===== src/design/sfrpc_regs.vh =====
// Constants for the starting-frequency and ramp-pattern controller.
// Assumes a 125 MHz system clock and an APB master that reaches the registers.
//
// How it works
// RULE1: Starting frequency 0..60 Hz is first output.
// RULE2: Stay stopped while command below starting frequency.
// RULE3: Hold starting frequency for hold duration first.
// RULE4: Hold 0.0..10.0 s; value 9999 disables hold.
// RULE5: Zero starting frequency holds at 0.01 Hz.
// RULE6: Start removed during hold: decelerate at once.
// RULE7: Direction reversal keeps starting frequency, skips hold.
// RULE8: Start alone runs preset when start below minimum.
// RULE9: Linear 0, S-A 1, S-B 2; reset 0.
// RULE10: Linear mode changes frequency at constant rate.
// RULE11: S-curve A inflects at base frequency.
// RULE12: S-curve A ramp time counts to base frequency.
// RULE13: S-curve B shapes every change current to target.
// RULE14: Linear time runs zero to reference; reference 50 Hz.
// RULE15: Ramp advances per tick from reference over ticks.
// RULE16: Hold counter starts at hold duration in ticks, then releases.
`ifndef SFRPC_REGS_VH
`define SFRPC_REGS_VH

// ***************************************************************
// Timing
// ***************************************************************
`define SFRPC_CLK_NS 8
`define SFRPC_TICK_NS 1000000
`define SFRPC_TENTH_NS 100000000
`define SFRPC_TICK_CYCLES (`SFRPC_TICK_NS / `SFRPC_CLK_NS)
`define SFRPC_TICKS_PER_TENTH (`SFRPC_TENTH_NS / `SFRPC_TICK_NS)

// ***************************************************************
// Register offsets
// ***************************************************************
`define SFRPC_CTRL_OFS 8'h00
`define SFRPC_START_FREQ_OFS 8'h04
`define SFRPC_HOLD_OFS 8'h08
`define SFRPC_MIN_FREQ_OFS 8'h0C
`define SFRPC_BASE_FREQ_OFS 8'h10
`define SFRPC_REF_FREQ_OFS 8'h14
`define SFRPC_ACCEL_OFS 8'h18
`define SFRPC_DECEL_OFS 8'h1C
`define SFRPC_CMD_OFS 8'h20
`define SFRPC_STATUS_OFS 8'h24
`define SFRPC_OUT_FREQ_OFS 8'h28

// ***************************************************************
// Fields, limits and reset values
// ***************************************************************
`define SFRPC_PAT_LSB 0
`define SFRPC_PAT_MSB 1
`define SFRPC_PAT_LINEAR 2'h0
`define SFRPC_PAT_S_A 2'h1
`define SFRPC_PAT_S_B 2'h2
`define SFRPC_START_MAX 16'h1770
`define SFRPC_HOLD_MAX 16'h0064
`define SFRPC_HOLD_OFF 16'h270F
`define SFRPC_ZERO_HOLD_FREQ 16'h0001
`define SFRPC_START_RST 16'h0032
`define SFRPC_HOLD_RST 16'h270F
`define SFRPC_MIN_RST 16'h0000
`define SFRPC_BASE_RST 16'h1388
`define SFRPC_REF_RST 16'h1388
`define SFRPC_ACCEL_RST 16'h0032
`define SFRPC_DECEL_RST 16'h0032
`define SFRPC_CMD_RST 16'h0000

`endif


===== src/design/sfrpc_ctrl.v =====
// Output-frequency setpoint generator with starting frequency, start hold
// and three ramp patterns. Frequencies are in 0.01 Hz, times in 0.1 s.
// Assumes start and direction arrive on pins from another domain.
//
// Chosen here: the address map and the APB interface to the registers.
`timescale 1ns/1ps
`default_nettype none
`include "sfrpc_regs.vh"

module sfrpc_ctrl #(
   parameter TICK_CYCLES = `SFRPC_TICK_CYCLES
) (
   // Clock and reset
   input wire clk,
   input wire reset_n,
   // APB slave
   input wire psel,
   input wire penable,
   input wire pwrite,
   input wire [7:0] paddr,
   input wire [31:0] pwdata,
   output wire pready,
   output wire pslverr,
   output reg [31:0] prdata,
   // Run pins
   input wire start_pin,
   input wire reverse_pin,
   // Setpoint to the modulation stage
   output reg [15:0] freq_setpoint,
   output reg reverse_out,
   output wire running
);

   // ***************************************************************
   // States
   // ***************************************************************
   localparam [2:0] ST_STOP = 3'h1;
   localparam [2:0] ST_HOLD = 3'h2;
   localparam [2:0] ST_RUN = 3'h4;
   localparam [31:0] TICK_LAST32 = TICK_CYCLES - 1;
   localparam [31:0] TENTH_TICKS32 = `SFRPC_TICKS_PER_TENTH;
   localparam [22:0] TICKS_PER_TENTH = TENTH_TICKS32[22:0];

   // ***************************************************************
   // Pin synchronisers
   // ***************************************************************
   reg start_s1_q;
   reg start_s2_q;
   reg rev_s1_q;
   reg rev_s2_q;

   always @(posedge clk or negedge reset_n)
   begin
      if (!reset_n)
      begin
         start_s1_q <= 1'b0;
         start_s2_q <= 1'b0;
         rev_s1_q <= 1'b0;
         rev_s2_q <= 1'b0;
      end
      else
      begin
         start_s1_q <= start_pin;
         start_s2_q <= start_s1_q;
         rev_s1_q <= reverse_pin;
         rev_s2_q <= rev_s1_q;
      end
   end

   // ***************************************************************
   // Registers and APB slave
   // ***************************************************************
   reg [1:0] pattern_q;
   reg [15:0] start_freq_q;
   reg [15:0] hold_q;
   reg [15:0] min_freq_q;
   reg [15:0] base_freq_q;
   reg [15:0] ref_freq_q;
   reg [15:0] accel_q;
   reg [15:0] decel_q;
   reg [15:0] cmd_q;
   reg [2:0] state_q;
   reg [15:0] freq_q;
   reg dir_q;
   wire run_ok;
   reg mapped;
   reg [31:0] rd_mux;

   wire wr_en = psel & penable & pwrite;
   wire [15:0] wd = pwdata[15:0];

   assign pready = 1'b1;
   assign pslverr = psel & penable & ~mapped;

   always @*
   begin
      mapped = 1'b1;
      rd_mux = 32'h00000000;
      case (paddr)
         `SFRPC_CTRL_OFS: rd_mux = {30'h00000000, pattern_q};
         `SFRPC_START_FREQ_OFS: rd_mux = {16'h0000, start_freq_q};
         `SFRPC_HOLD_OFS: rd_mux = {16'h0000, hold_q};
         `SFRPC_MIN_FREQ_OFS: rd_mux = {16'h0000, min_freq_q};
         `SFRPC_BASE_FREQ_OFS: rd_mux = {16'h0000, base_freq_q};
         `SFRPC_REF_FREQ_OFS: rd_mux = {16'h0000, ref_freq_q};
         `SFRPC_ACCEL_OFS: rd_mux = {16'h0000, accel_q};
         `SFRPC_DECEL_OFS: rd_mux = {16'h0000, decel_q};
         `SFRPC_CMD_OFS: rd_mux = {16'h0000, cmd_q};
         `SFRPC_STATUS_OFS: rd_mux = {27'h0000000, run_ok, dir_q, state_q};
         `SFRPC_OUT_FREQ_OFS: rd_mux = {16'h0000, freq_q};
         default: mapped = 1'b0;
      endcase
   end

   // Read data is captured in the setup cycle so it is a flop in the access cycle.
   always @(posedge clk or negedge reset_n)
   begin
      if (!reset_n)
         prdata <= 32'h00000000;
      else if (psel & ~penable)
         prdata <= rd_mux;
   end

   always @(posedge clk or negedge reset_n)
   begin
      if (!reset_n)
      begin
         pattern_q <= `SFRPC_PAT_LINEAR; // [RULE9]
         start_freq_q <= `SFRPC_START_RST;
         hold_q <= `SFRPC_HOLD_RST;
         min_freq_q <= `SFRPC_MIN_RST;
         base_freq_q <= `SFRPC_BASE_RST;
         ref_freq_q <= `SFRPC_REF_RST; // [RULE14]
         accel_q <= `SFRPC_ACCEL_RST;
         decel_q <= `SFRPC_DECEL_RST;
         cmd_q <= `SFRPC_CMD_RST;
      end
      else if (wr_en)
      begin
         case (paddr)
            `SFRPC_CTRL_OFS:
            begin
               // Code 3 is not a pattern, so such a write leaves the old one.
               if (pwdata[`SFRPC_PAT_MSB:`SFRPC_PAT_LSB] != 2'h3)
                  pattern_q <= pwdata[`SFRPC_PAT_MSB:`SFRPC_PAT_LSB]; // [RULE9]
            end
            `SFRPC_START_FREQ_OFS:
               start_freq_q <= (wd > `SFRPC_START_MAX) ? `SFRPC_START_MAX : wd; // [RULE1]
            `SFRPC_HOLD_OFS:
               hold_q <= (wd > `SFRPC_HOLD_MAX && wd != `SFRPC_HOLD_OFF) ?
                         `SFRPC_HOLD_MAX : wd; // [RULE4]
            `SFRPC_MIN_FREQ_OFS: min_freq_q <= wd;
            `SFRPC_BASE_FREQ_OFS: base_freq_q <= wd;
            `SFRPC_REF_FREQ_OFS: ref_freq_q <= wd;
            `SFRPC_ACCEL_OFS: accel_q <= wd;
            `SFRPC_DECEL_OFS: decel_q <= wd;
            `SFRPC_CMD_OFS: cmd_q <= wd;
            default: ;
         endcase
      end
   end

   // ***************************************************************
   // Control tick
   // ***************************************************************
   reg [16:0] tick_cnt_q;
   wire tick = (tick_cnt_q == TICK_LAST32[16:0]);

   always @(posedge clk or negedge reset_n)
   begin
      if (!reset_n)
         tick_cnt_q <= 17'h00000;
      else if (tick)
         tick_cnt_q <= 17'h00000;
      else
         tick_cnt_q <= tick_cnt_q + 17'h00001;
   end

   // ***************************************************************
   // Command qualification and target
   // ***************************************************************
   wire preset_mode = (start_freq_q <= min_freq_q);
   wire [15:0] eff_cmd = (preset_mode && cmd_q < min_freq_q) ? min_freq_q : cmd_q; // [RULE8]
   assign run_ok = start_s2_q && (eff_cmd >= start_freq_q); // [RULE2]
   wire dir_change = (rev_s2_q != dir_q);
   wire [15:0] target = (run_ok && !dir_change) ? eff_cmd : 16'h0000; // [RULE7]
   wire [15:0] hold_freq = (start_freq_q == 16'h0000) ?
                           `SFRPC_ZERO_HOLD_FREQ : start_freq_q; // [RULE5]
   wire hold_en = (hold_q != `SFRPC_HOLD_OFF) && (hold_q != 16'h0000); // [RULE4]

   // ***************************************************************
   // Ramp rate: credit C per tick, one 0.01 Hz step per threshold D
   // ***************************************************************
   // The step loop moves at most one unit per clock, so a ramp steeper than
   // TICK_CYCLES units per tick is limited; real settings stay far below it.
   reg [15:0] seg_start_q;
   reg [15:0] target_q;
   reg [39:0] acc_q;
   reg [39:0] credit;
   reg [39:0] thresh;
   reg [15:0] from_d;
   reg [15:0] to_d;
   reg [15:0] near_d;
   reg [16:0] span;
   wire accel = (target > freq_q);
   wire [15:0] time_set = accel ? accel_q : decel_q;
   wire [22:0] t_ticks = (time_set == 16'h0000) ? 23'h000001 :
                         ({7'h00, time_set} * TICKS_PER_TENTH); // [RULE15]

   always @*
   begin
      from_d = (freq_q > seg_start_q) ? freq_q - seg_start_q : seg_start_q - freq_q;
      to_d = accel ? target - freq_q : freq_q - target;
      near_d = (from_d < to_d) ? from_d : to_d;
      span = {1'b0, from_d} + {1'b0, to_d};
      credit = {24'h000000, ref_freq_q}; // [RULE10]
      thresh = {17'h00000, t_ticks}; // [RULE14]
      case (pattern_q)
         `SFRPC_PAT_S_A:
         begin
            if (freq_q < base_freq_q)
            begin
               // Rate rises toward the base point, giving the concave half.
               credit = {23'h000000, {1'b0, base_freq_q} + {1'b0, freq_q}}; // [RULE11]
               thresh = {16'h0000, t_ticks, 1'b0}; // [RULE12]
            end
            else
            begin
               // Constant-power region: rate falls as base^2 / f.
               credit = {24'h0, base_freq_q} * {24'h0, base_freq_q}; // [RULE11]
               thresh = {17'h0, t_ticks} * {24'h0, freq_q}; // [RULE12]
            end
         end
         `SFRPC_PAT_S_B:
         begin
            credit = {24'h0, ref_freq_q} * {23'h0, {1'b0, near_d} + 17'h00001}; // [RULE13]
            thresh = {17'h0, t_ticks} * {23'h0, {1'b0, span[16:1]} + 17'h00001}; // [RULE13]
         end
         default: ;
      endcase
   end

   // ***************************************************************
   // Start, hold and run sequencer
   // ***************************************************************
   reg [13:0] hold_cnt_q;
   wire [22:0] hold_ticks = {7'h00, hold_q} * TICKS_PER_TENTH;
   wire step_due = (acc_q >= thresh);
   wire at_floor = (target == 16'h0000) && (freq_q <= hold_freq);

   always @(posedge clk or negedge reset_n)
   begin
      if (!reset_n)
      begin
         state_q <= ST_STOP;
         freq_q <= 16'h0000;
         dir_q <= 1'b0;
         hold_cnt_q <= 14'h0000;
         acc_q <= 40'h0000000000;
         seg_start_q <= 16'h0000;
         target_q <= 16'h0000;
      end
      else
      begin
         target_q <= target;
         case (state_q)
            ST_STOP:
            begin
               freq_q <= 16'h0000;
               acc_q <= 40'h0000000000;
               if (run_ok) // [RULE2]
               begin
                  dir_q <= rev_s2_q;
                  seg_start_q <= start_freq_q;
                  if (hold_en)
                  begin
                     freq_q <= hold_freq; // [RULE5]
                     hold_cnt_q <= hold_ticks[13:0]; // [RULE16]
                     state_q <= ST_HOLD; // [RULE3]
                  end
                  else
                  begin
                     freq_q <= start_freq_q; // [RULE1]
                     state_q <= ST_RUN;
                  end
               end
            end
            ST_HOLD:
            begin
               if (!start_s2_q)
                  state_q <= ST_RUN; // [RULE6]
               else if (hold_cnt_q == 14'h0000)
                  state_q <= ST_RUN; // [RULE16]
               else if (tick)
                  hold_cnt_q <= hold_cnt_q - 14'h0001; // [RULE3]
            end
            ST_RUN:
            begin
               if (at_floor && run_ok && dir_change)
               begin
                  // Reversal restarts from the starting frequency with no hold.
                  freq_q <= start_freq_q; // [RULE7]
                  dir_q <= rev_s2_q;
                  seg_start_q <= start_freq_q;
                  acc_q <= 40'h0000000000;
               end
               else if (at_floor)
               begin
                  freq_q <= 16'h0000;
                  state_q <= ST_STOP;
               end
               else if (freq_q == target)
                  acc_q <= 40'h0000000000;
               else
               begin
                  if (target != target_q)
                     seg_start_q <= freq_q; // [RULE13]
                  if (step_due)
                  begin
                     acc_q <= acc_q - thresh + (tick ? credit : 40'h0000000000); // [RULE15]
                     freq_q <= accel ? freq_q + 16'h0001 : freq_q - 16'h0001; // [RULE10]
                  end
                  else if (tick)
                     acc_q <= acc_q + credit; // [RULE15]
               end
            end
            default:
               state_q <= ST_STOP;
         endcase
      end
   end

   // ***************************************************************
   // Outputs
   // ***************************************************************
   always @(posedge clk or negedge reset_n)
   begin
      if (!reset_n)
      begin
         freq_setpoint <= 16'h0000;
         reverse_out <= 1'b0;
      end
      else
      begin
         freq_setpoint <= freq_q;
         reverse_out <= dir_q;
      end
   end

   assign running = (state_q != ST_STOP);

endmodule // sfrpc_ctrl
`default_nettype wire


===== config.mk =====
export PLATFORM = sky130hd
export DESIGN_NAME = sfrpc_ctrl
export DESIGN_NICKNAME = d
export VERILOG_FILES = /design/src/design/sfrpc_ctrl.v
export VERILOG_INCLUDE_DIRS = /design/src /design/src/design
export SDC_FILE = /design/constraint.sdc
export NUM_CORES = 2
export LEC_CHECK = 0
export BUFFER_PORTS_ARGS = -buffer_cell sky130_fd_sc_hd__buf_2
export CAP_MARGIN = 20
export CORE_ASPECT_RATIO = 1.75
export CORE_UTILIZATION = 45
export DETAILED_ROUTE_END_ITERATION = 6
export PLACE_DENSITY = 0.58
export SYNTH_ARGS = -nofsm -noshare
export SYNTH_HDL_FRONTEND = slang
export SYNTH_SLANG_ARGS = --single-unit

===== constraint.sdc =====
create_clock -name clk -period 22.5 [get_ports clk]
set_input_delay 4.5 -clock clk [delete_from_list [all_inputs] [get_ports clk]]
set_output_delay 4.5 -clock clk [all_outputs]
set_load 0.03 [all_outputs]

==> results.yml <==
sta:
  setup_viol: 0
  timing.final.crit_share_pct: 95.3
  hold_viol: 0
  drv_slew: 0
  rsz0062_at_grt: "false"
  slew_headroom_pct: 19.7
  final.setup_skew_ns: 0.0218
  fin_hold_ws_ns: 0.357
  tightest_slew_ns: 1.20
  finalCriticalPeriod_ns: 21.45
  fmax_mhz: 46.6
  finalSetupTns_ns: 0
synthesis:
  synthTopCellsByArea: "fa_1 29%, ha_1 15%, dfrtp_1 9.3%, inv_1 8.2%, nand2_1 5.6%"
  ys_types: 105
  syn_inst: 8387
  ys_seq_elements: 290
  ys_seq_area_share_pct: 10.4
  syn-mean-instance-area_sq_um: 8.40
  synth-edff-count: 0
  syn-cell-area_sq_um: 70400
  synth_ff_type: "dfrtp_1"
  synth_top_area_share_pct: 28.6
  yosysWarnings: 0
  synthArstFlopShare_pct: 100
  yosys.area.top_type: "fa_1"
final_layout:
  largest_registers: "acc_q x40, tick_cnt_q x17"
  layout_commonest_cell: "inv_1"
  drive_above_1_share_pct: 6.81
  largest_reg_flops: 40
  top_register: "acc_q"
  nNetsFinal: 10300
  nFillCells: 15200
  final_cell_mix: "1544 x inv_1, 1060 x nand2_1, 1007 x fa_1"
  area_growth_syn_to_layout_pct: 6.47
grt:
  grt_pass1_vias: 64600
  grt_start_max_net_pins: 167
  grt_usage_pct: 35.0
  grt_remaining_overflow: 0
  grt_pass1_wl_um: 408000
  antenna_found_initial: 14
floorplan:
  dieWidth_um: 301
  io_pins: 99
  fp.dieH_um: 525
  initial_utilization_pct: 45.4
  rows: 191
  core_area_sq_um: 155000
  die-area_sq_um: 158000
route:
  maxUsedRoutingLayer: "met5"
  wire_per_inst_um: 26.3
  met1_length_um: 88700
  dr_total_vias: 61200
  firstDrtPassIters: 7
  route.met3.wl_um: 14200
  drt_iter0_markers: 4211
  drtAntennaViolNets: 0
  wl_um: 274000
  vias_per_cell: 5.88
  drcViolationCount: 60
  wl_met2_um: 138000
setup_path:
  reg2reg_depth: 76
  path_class: "reg2reg"
  cpPeakStageDelay_ns: 0.71
  r2r-start: "start_freq_q[10]"
  startpoint_type: "flop"
  worstSetupEndpointType: "flop"
  rrSetupSlack_ns: 1.05
  crit_required_ns: 22.97
  critPathSlowestCell: "dfrtp_1"
  path_max_fanout: 23
  regToRegEndpoint: "acc_q[36]"
  arrival_ns: 21.92
status:
  outcome: "finished, violations left"
  violations: "DRC"
cts:
  clock_latency_ns: 0.59
  clockBufferDepth: 3
  htreeDepth: 2
  cts_hold_buf: 0
  cts_tree: "built"
  cts-root-buf: "clkbuf_16"
  cts_sinks: 290
  clk_pin_slew_ns: 0.07
  cts_buffers: 34
hold_path:
  hold_class: "reg2reg"
  hold_end: "start_s2_q"
  holdPathStages: 0
  hold_path.startpoint: "start_s1_q"
power_and_ir_drop:
  netSwitchingPower_mw: 1.06
  p_sw_share_pct: 46.9
  pwr_density_cell_nw_per_um2: 30.3
  power_frac_seq_pct: 23.7
  p_comb_share_pct: 47.9
  intPower_mw: 1.21
  irDropWorstVdd_mv: 0.0643
  leakage_nw: 38.2
  clock_power_share_pct: 28.4
placement:
  port_buffers: 65
  gp_congestion: 1.03
  hpwlAfterDp_um: 220000
job:
  maxCapViolations: 0
[power by group through the flow]
stage | Sequential, mW | Clock, mW | Combinational [mW]
6_report | 0.538 | 0.645 | 1.09
2_1_floorplan | 0.544 | 0 | 0.605
5_1_grt | 0.538 | 0.666 | 1.14
3_5_place_dp | 0.547 | 0 | 1.06
4_1_cts | 0.538 | 0.650 | 1.07
3_3_place_gp | 0.547 | 0 | 1.05
[cells by family (layout without fill, tap and decap cells)]
group / after synthesis / in the layout / synth area share (%)
adder cells (fa/ha/maj): 1854 / 1854 / 43.7
other: 2 / 33 / 0.0107
multiplexers: 166 / 166 / 2.58
flip-flops: 290 / 290 / 10.4
XOR/XNOR: 310 / 310 / 3.91
buffers and inverters: 1924 / 1898 / 10.4
AO/OA/AOI/OAI: 1414 / 1414 / 13.3
AND/OR/NAND/NOR: 2427 / 2427 / 15.8
[Yosys cell counts, types with 40 or more instances]
master,number
nor2_1,531
a21o_1,147
mux2_2,115
and3_1,74
o21ai_0,301
nand2b_1,51
nor2b_1,51
mux2i_1,48
and2_1,242
o211ai_1,44
a211oi_1,44
or3_1,41
ha_1,847
o21bai_1,40
o21a_1,56
dfrtp_1,262
nand2_1,1060
a21oi_1,331
clkbuf_1,313
xnor2_1,196
nor4_1,56
nor3_1,86
nand4_1,54
inv_1,1544
a31oi_1,44
nand3_1,99
fa_1,1007
xor2_1,110
a22oi_1,82
[per-stage QoR]
stage	utilization (%)	worst slack (ns)	std cells	power [mW]	cell area, sq um
final	48.4	1.05	10400	2.27	75000
after global routing	48.3	0.123	10400	2.35	75000
after CTS	48.3	0.817	10400	2.25	74900
after detailed placement	47.5	0.935	10300	1.61	73700
after global placement	47.5	1.03	10300	1.60	73700
after floorplan	-	3.75	8402	1.15	70500
[final cells by class]
type	count	area (sq um)	area share, %
Clock buffer	45	963	1.28
Inverter	1564	5870	7.83
Antenna cell	16	40.0	0.0534
Timing Repair Buffer	273	1950	2.60
Sequential cell	290	7290	9.72
Clock inverter	16	274	0.365
Tap cell	2026	2530	3.38
Multi-Input combinational cell	6188	56100	74.8
[routing by layer]
| layer | vias to the layer above | GRT usage (%) |
|---|---|---|
| li1 | 27000 | - |
| met1 | 30800 | 34.6 |
| met2 | 2369 | 61.8 |
| met3 | 998 | 4.54 |
| met4 | 6 | 34.5 |
| met5 | - | 0 |
[how the worst max path moves through the flow]
stage	start	endpoint	slack, ns	cells after the start
after CTS	start_freq_q[10]	acc_q[39]	0.82	74
after global routing	start_freq_q[10]	acc_q[39]	0.12	76
final	start_freq_q[10]	acc_q[36]	1.05	76
after global placement	start_freq_q[10]	acc_q[36]	1.03	74
after floorplan	start_freq_q[5]	acc_q[39]	3.75	78
after detailed placement	start_freq_q[10]	acc_q[39]	0.93	74
[repair_timing]
item | 4_1_cts | 5_1_grt
buffers inserted | 0 | 2
setup endpoints to repair | 0 | 48
gates resized for setup | 0 | 7
[worst max-delay path: cells and delay by family, from the launching register on]
kind	cells	cell delay, ns
AOI/OAI and AO/OA	25	7.41
adders and majority gates	15	6.05
and+or+nand+nor	20	4.41
buffers and inverters	14	2.11
DFF	1	0.71
xor gates and xnor gates	2	0.57
(Power assumes the default switching activity.)
